File: src/hdl/pflt_pkg.sv
package pflt_pkg;
  // Register map of the plain register port (index = address)
  localparam logic [3:0] MAIN_FREQ_ADDR = 4'h0;
  localparam logic [3:0] REF_DIV_ADDR = 4'h2;
  localparam logic [3:0] FUNC_CTRL_ADDR = 4'h4;
  localparam logic [3:0] RAMP_CTRL_ADDR = 4'h3;
  localparam logic [3:0] FRAC_ADDR = 4'h8;
  localparam logic [3:0] PUMP_ADDR = 4'h9;
  localparam logic [3:0] STATUS_ADDR = 4'ha;
  // Field positions
  localparam int INT_LSB = 15;
  localparam int INT_W = 12;
  localparam int FRAC_W = 25;
  localparam int WORD1_LSB = 3;
  localparam int WORD2_LSB = 7;
  localparam int WORD_W = 12;
  localparam int FLSEL_LSB = 19;
  localparam int RAMP_EN_BIT = 0;
  localparam int PUMP_W = 4;
  // Fast-lock select codes
  localparam logic [1:0] FLSEL_OFF = 2'h0;
  localparam logic [1:0] FLSEL_DIV = 2'h1;
  // Boost factor as a shift: 16 = 1 << 4
  localparam int BOOST_SHIFT = 4;
  // Reset values
  localparam logic [31:0] REG_RST = 32'h0000_0000;
endpackage : pflt_pkg

File: src/hdl/pflt_interval_timer.sv
`timescale 1ns/1ps
`default_nettype none
module pflt_interval_timer #(
  parameter int WORD_W = 12
) (
  input wire logic clk,
  input wire logic sys_rst,
  input wire logic ce,
  input wire logic pfdTick,
  input wire logic start,
  input wire logic [WORD_W-1:0] word1,
  input wire logic [WORD_W-1:0] word2,
  output logic active
);
  logic [2*WORD_W-1:0] count_r;
  logic [2*WORD_W-1:0] product;

  // Full-width product, so a result with zero low bits still counts as non-zero
  assign product = {{WORD_W{1'b0}}, word1} * {{WORD_W{1'b0}}, word2};

  // Load product on start, count down in reference periods
  always_ff @(posedge clk or posedge sys_rst) begin
    if (sys_rst) begin
      count_r <= '0;
      active <= 1'b0;
    end else if (ce) begin
      if (start) begin
        count_r <= product;
        active <= (product != '0);
      end else if (active && pfdTick) begin
        count_r <= count_r - {{(2*WORD_W-1){1'b0}}, 1'b1};
        if (count_r == {{(2*WORD_W-1){1'b0}}, 1'b1}) begin
          active <= 1'b0;
        end
      end
    end
  end
endmodule : pflt_interval_timer
`default_nettype wire

File: src/hdl/pflt_sigma_delta.sv
`timescale 1ns/1ps
`default_nettype none
module pflt_sigma_delta #(
  parameter int FRAC_W = 25
) (
  input wire logic clk,
  input wire logic sys_rst,
  input wire logic ce,
  input wire logic pfdTick,
  input wire logic [FRAC_W-1:0] frac,
  output logic signed [3:0] nOffset
);
  logic [FRAC_W-1:0] acc1_r;
  logic [FRAC_W-1:0] acc2_r;
  logic [FRAC_W-1:0] acc3_r;
  logic c1;
  logic c2;
  logic c3;
  logic [FRAC_W-1:0] s1;
  logic [FRAC_W-1:0] s2;
  logic [FRAC_W-1:0] s3;
  logic c2_d1_r;
  logic c3_d1_r;
  logic c3_d2_r;

  // MASH 1-1-1 accumulators, modulus 2^FRAC_W by natural wrap
  assign {c1, s1} = {1'b0, acc1_r} + {1'b0, frac};
  assign {c2, s2} = {1'b0, acc2_r} + {1'b0, s1};
  assign {c3, s3} = {1'b0, acc3_r} + {1'b0, s2};

  // Update once per reference cycle
  always_ff @(posedge clk or posedge sys_rst) begin
    if (sys_rst) begin
      acc1_r <= '0;
      acc2_r <= '0;
      acc3_r <= '0;
      c2_d1_r <= 1'b0;
      c3_d1_r <= 1'b0;
      c3_d2_r <= 1'b0;
      nOffset <= 4'sh0;
    end else if (ce && pfdTick) begin
      acc1_r <= s1;
      acc2_r <= s2;
      acc3_r <= s3;
      c2_d1_r <= c2;
      c3_d1_r <= c3;
      c3_d2_r <= c3_d1_r;
      nOffset <= $signed({3'h0, c1}) + $signed({3'h0, c2}) - $signed({3'h0, c2_d1_r})
        + $signed({3'h0, c3}) - $signed({2'h0, c3_d1_r, 1'b0}) + $signed({3'h0, c3_d2_r});
    end
  end
endmodule : pflt_sigma_delta
`default_nettype wire

File: src/hdl/pflt_fast_lock.sv
// Design decisions made here: the plain strobed port and the register addresses.
`timescale 1ns/1ps
`default_nettype none
// Overview of operation
// Main register write starts wide-bandwidth interval
// Interval equals word1 times word2 periods
// Word1 from reference divider bits 14:3
// Word2 from function control bits 18:7
// No fast lock while ramp active; only a start is blocked, a running interval continues
// Host initializes before enabling fast lock
// Pump current sixteen times during interval
// Divider code: ground and pump switches close
// Third-order interpolator, modulus two^25, per cycle
// Expiry restores current, opens switches
module pflt_fast_lock #(
  parameter int WORD_W = 12,
  parameter int FRAC_W = 25
) (
  input wire logic clk,
  input wire logic sys_rst,
  input wire logic ce,
  input wire logic pfdTick,
  input wire logic [3:0] regAddr,
  input wire logic [31:0] regWdata,
  input wire logic regWr,
  input wire logic regRd,
  output logic [31:0] regRdata,
  output logic fastLockActive,
  output logic groundSwitchOutput,
  output logic pumpSwitchOutput,
  output logic [pflt_pkg::PUMP_W+pflt_pkg::BOOST_SHIFT-1:0] chargePumpLevel,
  output logic [11:0] intWord,
  output logic signed [3:0] nOffset
);
  logic [31:0] mainFreq_r;
  logic [31:0] refDiv_r;
  logic [31:0] funcCtrl_r;
  logic [31:0] rampCtrl_r;
  logic [FRAC_W-1:0] frac_r;
  logic [pflt_pkg::PUMP_W-1:0] pump_r;
  logic [1:0] flSel;
  logic rampOn;
  logic startFl;
  logic timerActive;
  logic [31:0] rdNxt;
  logic [WORD_W-1:0] word1;
  logic [WORD_W-1:0] word2;

  assign flSel = funcCtrl_r[pflt_pkg::FLSEL_LSB +: 2];
  assign rampOn = rampCtrl_r[pflt_pkg::RAMP_EN_BIT];
  assign word1 = refDiv_r[pflt_pkg::WORD1_LSB +: WORD_W];
  assign word2 = funcCtrl_r[pflt_pkg::WORD2_LSB +: WORD_W];

  // Start pulse: main register write with fast lock selected and no ramp
  assign startFl = regWr && (regAddr == pflt_pkg::MAIN_FREQ_ADDR)
    && (flSel != pflt_pkg::FLSEL_OFF) && !rampOn;

  // Register writes
  always_ff @(posedge clk or posedge sys_rst) begin
    if (sys_rst) begin
      mainFreq_r <= pflt_pkg::REG_RST;
      refDiv_r <= pflt_pkg::REG_RST;
      funcCtrl_r <= pflt_pkg::REG_RST;
      rampCtrl_r <= pflt_pkg::REG_RST;
      frac_r <= '0;
      pump_r <= '0;
    end else if (ce && regWr) begin
      case (regAddr)
        pflt_pkg::MAIN_FREQ_ADDR: mainFreq_r <= regWdata;
        pflt_pkg::REF_DIV_ADDR: refDiv_r <= regWdata;
        pflt_pkg::FUNC_CTRL_ADDR: funcCtrl_r <= regWdata;
        pflt_pkg::RAMP_CTRL_ADDR: rampCtrl_r <= regWdata;
        pflt_pkg::FRAC_ADDR: frac_r <= regWdata[FRAC_W-1:0];
        pflt_pkg::PUMP_ADDR: pump_r <= regWdata[pflt_pkg::PUMP_W-1:0];
        default: ;
      endcase
    end
  end

  // Read mux, data valid the cycle after the strobe
  always_comb begin
    case (regAddr)
      pflt_pkg::MAIN_FREQ_ADDR: rdNxt = mainFreq_r;
      pflt_pkg::REF_DIV_ADDR: rdNxt = refDiv_r;
      pflt_pkg::FUNC_CTRL_ADDR: rdNxt = funcCtrl_r;
      pflt_pkg::RAMP_CTRL_ADDR: rdNxt = rampCtrl_r;
      pflt_pkg::FRAC_ADDR: rdNxt = {{(32-FRAC_W){1'b0}}, frac_r};
      pflt_pkg::PUMP_ADDR: rdNxt = {{(32-pflt_pkg::PUMP_W){1'b0}}, pump_r};
      pflt_pkg::STATUS_ADDR: rdNxt = {31'h0, timerActive};
      default: rdNxt = 32'h0000_0000;
    endcase
  end

  always_ff @(posedge clk or posedge sys_rst) begin
    if (sys_rst) begin
      regRdata <= 32'h0000_0000;
    end else if (ce) begin
      regRdata <= regRd ? rdNxt : 32'h0000_0000;
    end
  end

  // Interval timer
  pflt_interval_timer #(.WORD_W(WORD_W)) u_timer (
    .clk(clk),
    .sys_rst(sys_rst),
    .ce(ce),
    .pfdTick(pfdTick),
    .start(startFl),
    .word1(word1),
    .word2(word2),
    .active(timerActive)
  );

  // Fractional interpolator
  pflt_sigma_delta #(.FRAC_W(FRAC_W)) u_sdm (
    .clk(clk),
    .sys_rst(sys_rst),
    .ce(ce),
    .pfdTick(pfdTick),
    .frac(frac_r),
    .nOffset(nOffset)
  );

  // Registered outputs; all but intWord (taken from the main register) driven by the interval state
  always_ff @(posedge clk or posedge sys_rst) begin
    if (sys_rst) begin
      fastLockActive <= 1'b0;
      groundSwitchOutput <= 1'b0;
      pumpSwitchOutput <= 1'b0;
      chargePumpLevel <= '0;
      intWord <= 12'h000;
    end else if (ce) begin
      fastLockActive <= timerActive;
      intWord <= mainFreq_r[pflt_pkg::INT_LSB +: pflt_pkg::INT_W];
      groundSwitchOutput <= timerActive && (flSel == pflt_pkg::FLSEL_DIV);
      pumpSwitchOutput <= timerActive && (flSel == pflt_pkg::FLSEL_DIV);
      if (timerActive) begin
        chargePumpLevel <= {pump_r, {pflt_pkg::BOOST_SHIFT{1'b0}}};
      end else begin
        chargePumpLevel <= {{pflt_pkg::BOOST_SHIFT{1'b0}}, pump_r};
      end
    end
  end
endmodule : pflt_fast_lock
`default_nettype wire

File: config.mk
export PLATFORM = sky130hd
export DESIGN_NAME = pflt_fast_lock
export DESIGN_NICKNAME = d
export VERILOG_FILES = /design/src/hdl/pflt_pkg.sv /design/src/hdl/pflt_interval_timer.sv /design/src/hdl/pflt_sigma_delta.sv /design/src/hdl/pflt_fast_lock.sv
export SDC_FILE = /design/constraint.sdc
export NUM_CORES = 1
export LEC_CHECK = 0
export BUFFER_PORTS_ARGS = -buffer_cell sky130_fd_sc_hd__buf_2
export CAP_MARGIN = 20
export CORE_UTILIZATION = 29
export CTS_CLUSTER_SIZE = 25
export DETAILED_ROUTE_END_ITERATION = 10
export PLACE_DENSITY = 0.49
export SLEW_MARGIN = 20
export SYNTH_ARGS = -nofsm -noshare
export SYNTH_HDL_FRONTEND = slang
export SYNTH_SLANG_ARGS = --single-unit
export TNS_END_PERCENT = 5
File: constraint.sdc
create_clock -name clk -period 9.02 [get_ports clk]
set_clock_uncertainty 0.1 [all_clocks]
set_input_delay 0.451 -clock clk [delete_from_list [all_inputs] [get_ports clk]]
set_output_delay 0.451 -clock clk [all_outputs]
set_load 0.01 [all_outputs]
-- After elaboration in Yosys (flattened, before gate mapping)
Cells that the tools add are included.
- bits in registers: 318
- bits of input ports: 42
- output and inout bits: 59
- word-level logic and storage cells: 67
- add/sub/neg operators: 9
- $mul: 1
- equality and inequality tests: 8
- muxes and demuxes: 8
- reductions and logical operators: 21
- operator list (cell ; count):
    $pmux W32 S7 ; 1
    $add A25 B25 Y26 ; 3
    $mux W24 ; 2
    $mux W32 ; 1
    $eq A24 B1 Y1 const B ; 1
    $mul A12 B12 Y24 ; 1
    $reduce_bool A24 Y1 ; 1
    $sub A24 B1 Y24 const B ; 1
    $reduce_and A2 Y1 ; 7
    $eq A4 B4 Y1 const B ; 3
    $add A4 B2 Y4 ; 2
    $eq A4 B2 Y1 const B ; 2
    $mux W8 ; 1
    $logic_and A1 B1 Y1 ; 7
    $reduce_bool A2 Y1 ; 3
    $eq A4 B3 Y1 const B ; 1
    $logic_not A4 Y1 ; 1
    $sub A4 B2 Y4 ; 1
    $sub A4 B3 Y4 ; 1
    $mux W1 ; 3
    $reduce_and A3 Y1 ; 1
    $add A1 B1 Y2 ; 1
    $eq A2 B1 Y1 const B ; 1
    $logic_not A1 Y1 ; 1

-- Depth between registers and ports, before layout
Gate-level depths: netlist (run 1).
- word-level depth: 7
- mapped depth: 33
- mapped depth without buffers: 33

-- Hierarchy
A second synthesis (run 1) with hierarchy kept.
- cell total of the unflattened synthesis: 2317
- area total of the unflattened synthesis: 22866.9 um2
- modules (own cells, without submodules) (module ; times used ; cells each ; area an instance (um2) ; sequential area each (um2)):
    pflt_fast_lock ; 1 ; 678 ; 9369.0 ; 5280.1
    pflt_sigma_delta ; 1 ; 848 ; 7080.5 ; 2052.0
    pflt_interval_timer ; 1 ; 791 ; 6417.4 ; 625.6

-- Least setup slack after synthesis (run 1)
Ideal clock, no wire load.
- kind: flip-flop to flip-flop
- start: register frac_r[0]
- end: register u_sdm.nOffset[3]
- setup time: 0.125 ns
- arrival time: 6.064 ns
- required time: 8.795 ns
- slack: 2.731 ns
- stages on the path, launching flop included: 32
- buffers on the path: 0
- clock period less this slack: 6.289 ns
- cell sequence: dfrtp_1 -> ha_1 -> inv_1 -> fa_1 -> nor2b_1 -> o31ai_1 -> a21oi_1 -> o21ai_0 -> a21boi_0 -> o21ai_0 -> nor3b_1 -> nor2_1 -> ha_1 -> a21oi_1 -> o21ai_0 -> a2111oi_0 -> nor3_1 -> a21boi_1 -> o211ai_1 -> a311o_1 -> and2_1 -> ha_1 -> nand3_1 -> a21oi_1 -> nor2_1 -> o21a_1 -> fa_1 -> inv_1 -> ha_1 -> inv_1 -> ha_1 -> mux2_2
- elaborated cells on any way between the ends: 8
- those cells by class: 8 x add/sub
- RTL lines (element ; line ; text):
    start: declaration ; pflt_fast_lock.sv:39 ; logic [FRAC_W-1:0] frac_r;
    start signal: assignment ; pflt_fast_lock.sv:73 ; pflt_pkg::FRAC_ADDR: frac_r <= regWdata[FRAC_W-1:0];
    $add A25 B25 Y26 ; pflt_sigma_delta.sv:27 ; assign {c1, s1} = {1'b0, acc1_r} + {1'b0, frac};
    via u_sdm.s1[10] ; pflt_sigma_delta.sv:19 ; logic [FRAC_W-1:0] s1;
    $add A25 B25 Y26 ; pflt_sigma_delta.sv:28 ; assign {c2, s2} = {1'b0, acc2_r} + {1'b0, s1};
    via u_sdm.s2[21] ; pflt_sigma_delta.sv:20 ; logic [FRAC_W-1:0] s2;
    $add A25 B25 Y26 ; pflt_sigma_delta.sv:29 ; assign {c3, s3} = {1'b0, acc3_r} + {1'b0, s2};
    $add A4 B2 Y4 ; pflt_sigma_delta.sv:49 ; + $signed({3'h0, c3}) - $signed({2'h0, c3_d1_r, 1'b0}) + $signed({3'h0, c3_d2_r});
    $sub A4 B3 Y4 ; pflt_sigma_delta.sv:49 ;
    $add A4 B2 Y4 ; pflt_sigma_delta.sv:49 ;
    end signal: assignment ; pflt_sigma_delta.sv:48 ; nOffset <= $signed({3'h0, c1}) + $signed({3'h0, c2}) - $signed({3'h0, c2_d1_r})
    end: declaration ; pflt_sigma_delta.sv:11 ; output logic signed [3:0] nOffset
The timed path passes the listed nets, and every way through them passes these cells.
A chain may end at the register's enable or synchronous reset.

-- Worst setup path in the final report (run 1)
Same ends and word-level chain as after synthesis.

==> results.ini, run 1 <==
[pwr]
power_leakage_nw=11.5
post-layout-total-power_mw=10.3
power.density_cell_area_mw_per_mm2=417
power.ir.vdd_worst_uv=219

[cells_and_area]
filler_cell_count=7482
layout.nets=2544
area_delta_synth_final_pct=13.4
drive_above_1_share_pct=18.2
final-instance-count-excl-fill=3248
layout.area.seq_sq_mm=0.00796
multi_input_area_sq_mm=0.0126
utilization_pct=33.3

[synth]
compound_cell_area_share_of_the_yosys_netlist_pct=14.4
mappedNetlistArea_sq_mm=0.0218
syn_area_per_cell_sq_um=9.96
main_combinational_cell_family_by_area_after_synthesis=adder cells
synth-edff-count=0
postSynthNetCount=2484
ys_top_cells_by_area=dfrtp_1, mux2_2, fa_1
synth-adder-area-share_pct=17.9
post_synth_arst_share_pct=100
syn-instance-count=2192
yosys_warnings=0
synth_mux_area_share_pct=11.1
synthDominantCellAreaShare_pct=36.4
synth.largest_area_cell=dfrtp_1
synth-seq-cells=318
synth-xor-area-share_pct=2.45
sequential_area_share_after_synthesis_pct=36.4
synth-simple-area-share_pct=11.6
synth_flop_cell=dfrtp_1
post_synth_num_cell_types=68

[placement]
detailedPlace.worstSlack_ns=1.86
routabilityCongestion=0.855
post-place-cells=3180
portBuffers=100
dp_hpwl_microns=42400

[detailed_routing]
drtAntennaViolNets=0
drt_iter0_drc=1368
wirelength_routed_microns=58900
route.met2.wl_microns=27900
drc=0
m1WireLength_microns=27200
dr.max_layer_used=met5
route.detailed.wl_per_inst_microns=18.1
viasPerCell=5.06
routed-via-count=16400
dr_wl_met3_microns=2570
first_pass_iters=6

[setup_path]
cpPeakStageDelay_ns=0.44
worst_r2r_path_depth=31
worst_r2r_startpoint=frac_r[0]$_DFFE_PP0P_
startpoint_type=register
crit_top_cell=ha_1
worstReg2RegEnd=u_sdm.nOffset[3]$_DFFE_PP0P_
crit_end_category=register
crit_path_max_fanout=7
worst-r2r-setup-slack_ns=1.85
critical_path_arrival_ns=7.52
critical_path_required_ns=9.36
path_class=reg -> reg
critical-path-slowest-cell=nor3_1

[status]
outcome=finished clean

[grt]
grt_pass1_wl_microns=96100
grt_remaining_overflow=0
largest_net_degree_at_the_start_of_global_routing=180
number_of_global_route_vias_before_repair=17100
grt_usage_pct=15.6
initial_antenna_violation_count=9

[sta]
post-route-period-util_pct=79.5
timing.final.hold_violations=0
timing.final.setup_violations=0
worst-slew-pin-transition_ns=1.04
setup_repair_after_global_routing_missed_its_margin=no
timing.final.crit_period_ns=7.17
tns_ns=0
final-max-slew-violation-count=0
slew_headroom_pct=30.8
post_layout_worst_setup_margin_ns=1.85
maxClockFrequency_ghz=0.139

[hold_path]
worstHoldPathType=in -> reg
holdPathStages=2
timing.hold.worst_endpoint=rampCtrl_r[27]$_DFFE_PP0P_
min-delay-start=regWdata[27]

[clocking]
post-cts-setup-buffer-count=0
clkSinkCount=318
worstSkewPairLatency_ns=0.56
tritoncts=yes
cts_hold_buf=1
cts_max_level=2
ctsRootBufferMaster=clkbuf_16
clock_pin_slew_on_the_worst_setup_and_hold_paths_ns=0.06
cts-buffers-inserted=38
post_cts_resize_count=0
clock_tree.buffer_depth=3

[flow_run]
maxCapViolCount=0

[floorplanning]
initial_utilization_pct=29.3
std_cell_rows=100
dieHeight_microns=276
ioPinCount=101
core-area_sq_mm=0.0744
die_area_sq_mm=0.0764
dieWidth_microns=276

## where the power goes
group          leakage, nW  switching, mW  total [mW]  internal, mW
sequential            4.05          0.334        2.13          1.80
combinational         6.79           3.73        6.52          2.79
clock                0.672          0.648        1.69          1.04
total                 11.5           4.71        10.3          5.62
## stage by stage
stage          hold WS (ns)  area, sq um
6_report             0.0666        24800
5_1_grt              0.0524        24800
4_1_cts              0.0196        24800
3_5_place_dp          0.373        23400
3_3_place_gp          0.362        23400
2_1_floorplan         0.350        21800
## cells in the final DEF, fill, tap and decap left out, types with 79 or more instances in the layout
cell	instances
mux2_2	214
inv_1	248
nor2_1	79
a21oi_1	105
o21ai_0	118
ha_1	145
nand2_1	202
fa_1	105
dfrtp_1	318
buf_2	100
## registers in the layout (all words and copies together), names as in the netlist
signal and cells:
u_sdm.c3_d1_r 1, u_sdm.acc1_r 25, fastLockActive 1, u_sdm.c3_d2_r 1, pump_r 4, u_sdm.acc2_r 25
u_sdm.nOffset 4, u_timer.count_r 24, regRdata 32, mainFreq_r 32, intWord 12, u_sdm.c2_d1_r 1
frac_r 25, chargePumpLevel 8, u_timer.active 1, pumpSwitchOutput 1, refDiv_r 32, rampCtrl_r 32
u_sdm.acc3_r 25, funcCtrl_r 32
## critical path, delay by kind of cell (launching register included)
family                     cells  cell delay [ns]
DFF                            1             0.40
adders and majority gates      7             1.98
xor gates and xnor gates       1             0.17
AOI/OAI and AO/OA             10             2.28
muxes                          1             0.25
buffers and inverters          3             0.18
and+or+nand+nor                9             1.70
## kinds of logic (layout without fill, tap and decap cells)
family | Yosys count | after routing
other | 0 | 1
flip-flops | 318 | 318
buffers and inverters | 350 | 436
multiplexers | 216 | 216
AO/OA/AOI/OAI | 477 | 477
XOR/XNOR | 61 | 61
AND/OR/NAND/NOR | 520 | 520
adder cells (fa/ha/maj) | 250 | 250
## per-layer routing
| layer | vias up | global-route usage, % |
|---|---|---|
| li1 | 7811 | - |
| met1 | 8218 | 21.0 |
| met2 | 314 | 26.0 |
| met3 | 88 | 2.81 |
| met4 | 12 | 3.54 |
| met5 | - | 0 |
## cell usage after synthesis, types with 11 or more instances
cell / n
o22ai_1: 40
nand2_1: 203
a221oi_1: 29
nor2_1: 80
nand3_1: 25
a211oi_1: 17
ha_1: 145
o31ai_1: 11
and3_1: 18
a222oi_1: 24
a21o_1: 20
nor4_1: 11
clkbuf_1: 82
mux2_2: 214
a21oi_1: 105
nor3_1: 38
and2_1: 59
a31oi_1: 13
o21a_1: 15
nand4_1: 13
nand2b_1: 16
nor3b_1: 16
o211ai_1: 11
xor2_1: 23
or3_1: 12
xnor2_1: 38
dfrtp_1: 318
fa_1: 105
inv_1: 249
o21ai_0: 118
## cell type report
type | instances | area share, %
Tap cell | 969 | 4.89
Clock buffer | 49 | 4.29
Multi-Input combinational cell | 1524 | 50.9
Timing Repair Buffer | 121 | 2.72
Inverter | 249 | 3.79
Sequential cell | 318 | 32.1
Antenna cell | 1 | 0.0101
Clock inverter | 17 | 1.30
## worst max path at each step
stage | from | endpoint | depth (start not counted)
2_1_floorplan | frac_r[0]$_DFFE_PP0P_ | u_sdm.nOffset[3]$_DFFE_PP0P_ | 31
3_3_place_gp | frac_r[0]$_DFFE_PP0P_ | u_sdm.nOffset[3]$_DFFE_PP0P_ | 31
3_5_place_dp | frac_r[0]$_DFFE_PP0P_ | u_sdm.nOffset[3]$_DFFE_PP0P_ | 31
4_1_cts | frac_r[0]$_DFFE_PP0P_ | u_sdm.nOffset[3]$_DFFE_PP0P_ | 31
5_1_grt | frac_r[0]$_DFFE_PP0P_ | u_sdm.nOffset[3]$_DFFE_PP0P_ | 31
6_report | frac_r[0]$_DFFE_PP0P_ | u_sdm.nOffset[3]$_DFFE_PP0P_ | 31
No activity file was read; power rests on OpenSTA's default activity.
==> run 2, diff against run 1 <==
ABC_AREA = 1   (was not set)
clock period = 5.8 ns   (was 9.02 ns; I/O delays follow)
==> run 2 against run 1 <==
Sequential power rose by 55%; global-route usage is 1.9 points higher; via count increased by 20%; highest routed layer is now met4; non-clock buffer count rose by 61; critical path depth up 4; maximum frequency grew 31%; critical endpoint is now u_sdm.nOffset[2]$_DFFE_PP0P_; core utilization grew 1.2 points; area after synthesis is 5.0% higher; first-iteration DRC count decreased by 2.2%.
==> results.ini, run 2 <==
[status]
outcome=finished clean

[detailed_routing]
viasPerCell=4.73
drt_iter0_drc=1338
routed-via-count=19800
drc=0
wirelength_routed_microns=70200
route.detailed.wl_per_inst_microns=16.8
drtAntennaViolNets=0
first_pass_iters=5

[synth]
post_synth_arst_share_pct=100
synth-xor-area-share_pct=2.66
syn_area_per_cell_sq_um=7.66
synth_flop_cell=dfrtp_1
synth-simple-area-share_pct=22.6
main_combinational_cell_family_by_area_after_synthesis=simple AND/OR/NAND/NOR gates
syn-instance-count=2994
mappedNetlistArea_sq_mm=0.0229
postSynthNetCount=3286
sequential_area_share_after_synthesis_pct=34.7
synth-edff-count=0
synth-adder-area-share_pct=17.1
netlist_top_cells_count=nand2_1, inv_1, dfrtp_1
synth_mux_area_share_pct=0
yosys_warnings=0
synthDominantCellAreaShare_pct=34.7
synth-seq-cells=318
compound_cell_area_share_of_the_yosys_netlist_pct=14.3
yosys.cell_count.top_type=nand2_1
ys_top_cells_by_area=dfrtp_1, nand2_1, fa_1
synth.largest_area_cell=dfrtp_1
post_synth_num_cell_types=57

[setup_path]
crit_top_cell=inv_1
crit_path_max_fanout=4
path_class=reg -> reg
startpoint_type=register
critical_path_arrival_ns=5.85
critical_path_required_ns=6.19
critical_path_buf_inv_count=6
critical-path-slowest-cell=fa_1
critPathTopFamily=adder cells
crit_end_category=register
cpPeakStageDelay_ns=0.40

[grt]
grt_usage_pct=17.5
grt_remaining_overflow=0
number_of_global_route_vias_before_repair=19800
largest_net_degree_at_the_start_of_global_routing=174
grt_pass1_wl_microns=113000
initial_antenna_violation_count=0

[placement]
post-place-cells=4074
dp_hpwl_microns=52100
portBuffers=100
dpl-instance-area_sq_mm=0.0247
detailedPlace.worstSlack_ns=-0.0779
routabilityCongestion=0.890

[sta]
post_layout_worst_setup_margin_ns=0.339
slew_headroom_pct=34.9
post-route-period-util_pct=94.1
timing.final.setup_violations=0
maxClockFrequency_ghz=0.183
tns_ns=0
worst-slew-pin-transition_ns=0.977
timing.final.hold_violations=0
timing.hold.ws_ns=0.0117
timing.final.crit_period_ns=5.46
final-max-slew-violation-count=0

[cells_and_area]
diodes=0
final-instance-count-excl-fill=4184
final_design_area_no_fill_sq_mm=0.0269
utilization_pct=34.5
layout.nets=3405
mostFrequentLayoutCell=nand2_1
drive_above_1_share_pct=12.3
area_delta_synth_final_pct=17.1
layout.cells.most_common_list=nand2_1, inv_1, dfrtp_1

[pwr]
power.ir.vdd_worst_uv=482
post-layout-total-power_mw=17.7
power.density_cell_area_mw_per_mm2=659
power_leakage_nw=13.7

[floorplanning]
core-area_sq_mm=0.0778
ioPinCount=101
dieWidth_microns=283
die_area_sq_mm=0.0802
initial_utilization_pct=29.4
std_cell_rows=102
dieHeight_microns=283

[clocking]
worstSkewPairLatency_ns=0.58
clock_pin_slew_on_the_worst_setup_and_hold_paths_ns=0.06
ctsRootBufferMaster=clkbuf_16
tritoncts=yes
clkSinkCount=318
cts_max_level=2
clock_tree.buffer_depth=3
cts-buffers-inserted=39

[hold_path]
worstHoldPathType=in -> reg

[flow_run]
maxCapViolCount=0

-- run 2: changes by cell type in the layout (fill, tap and decap cells not counted), moves of 38 or more --
cell     before  now
mux2_2      214    0
nand3_1      25   81
inv_1       248  401
and2_1       59    5
buf_4        19   57
nand2_1     202  917
o21ai_1       0   52
nor2_1       79  131
o21ai_0     118  258
-- run 2: area by class of cell --
cell class / instances / area (sq um)
multi-input combinational: 2156 / 13500
inverter: 416 / 1570
fill: 8380 / 51000
timing repair buffer: 182 / 1200
clock inverter: 20 / 259
clock buffer: 52 / 1090
sequential: 318 / 7960
tap: 1040 / 1300
-- run 2: timing repair --
item                                   CTS  global route
setup endpoints to repair                2             5
endpoints found under the hold margin  128             0
pin swaps                                1            25
setup buffers                            1            13
hold buffers                            23             0
resized for setup                        4            99
-- run 2: worst paths after layout --
kind | startpoint | endpoint | slack [ns] | cells after the start
setup / recovery | frac_r[0]$_DFFE_PP0P_ | u_sdm.nOffset[2]$_DFFE_PP0P_ | 0.34 | 35
hold / removal | regWdata[14] | rampCtrl_r[14]$_DFFE_PP0P_ | 0.01 | 3
setup reg to reg | frac_r[0]$_DFFE_PP0P_ | u_sdm.nOffset[2]$_DFFE_PP0P_ | 0.34 | 35
hold reg to reg | u_sdm.nOffset[3]$_DFFE_PP0P_ | u_sdm.nOffset[3]$_DFFE_PP0P_ | 0.37 | 2
max in group asynchronous | sys_rst | refDiv_r[30]$_DFFE_PP0P_ | 3.90 | 5
min in group asynchronous | sys_rst | u_sdm.acc2_r[4]$_DFFE_PP0P_ | 0.20 | 3
-- run 2: cells by family (layout without fill, tap and decap cells) --
logic type / Yosys count / in the layout
AOI/OAI and AO/OA: 567 / 567
xor gates and xnor gates: 68 / 68
adders and majority gates: 250 / 250
buffers and inverters: 520 / 670
DFF: 318 / 318
and+or+nand+nor: 1271 / 1271
-- run 2: layer usage --
metal | up-vias | GRT usage [%] | share of wire [%]
met5 | - | 0 | 0
met4 | 0 | 4.09 | 1.9
met3 | 71 | 2.30 | 4.1
met2 | 364 | 27.8 | 45
met1 | 9484 | 25.1 | 49
li1 | 9866 | - | -
-- run 2: report_power, final --
group / leakage (nW) / internal (mW) / total (mW) / switching, mW
registers: 4.08 / 2.80 / 3.30 / 0.502
logic: 8.91 / 4.34 / 11.8 / 7.45
clock network: 0.658 / 1.53 / 2.62 / 1.09
total: 13.7 / 8.66 / 17.7 / 9.04
-- run 2: worst register-to-register path, delay by kind of cell, from the launching register on --
family | cells | cell delay (ns)
AO/OA/AOI/OAI | 5 | 0.70
AND/OR/NAND/NOR | 15 | 1.53
adder cells (fa/ha/maj) | 7 | 1.84
flip-flops | 1 | 0.38
XOR/XNOR | 2 | 0.41
buffers and inverters | 6 | 0.42
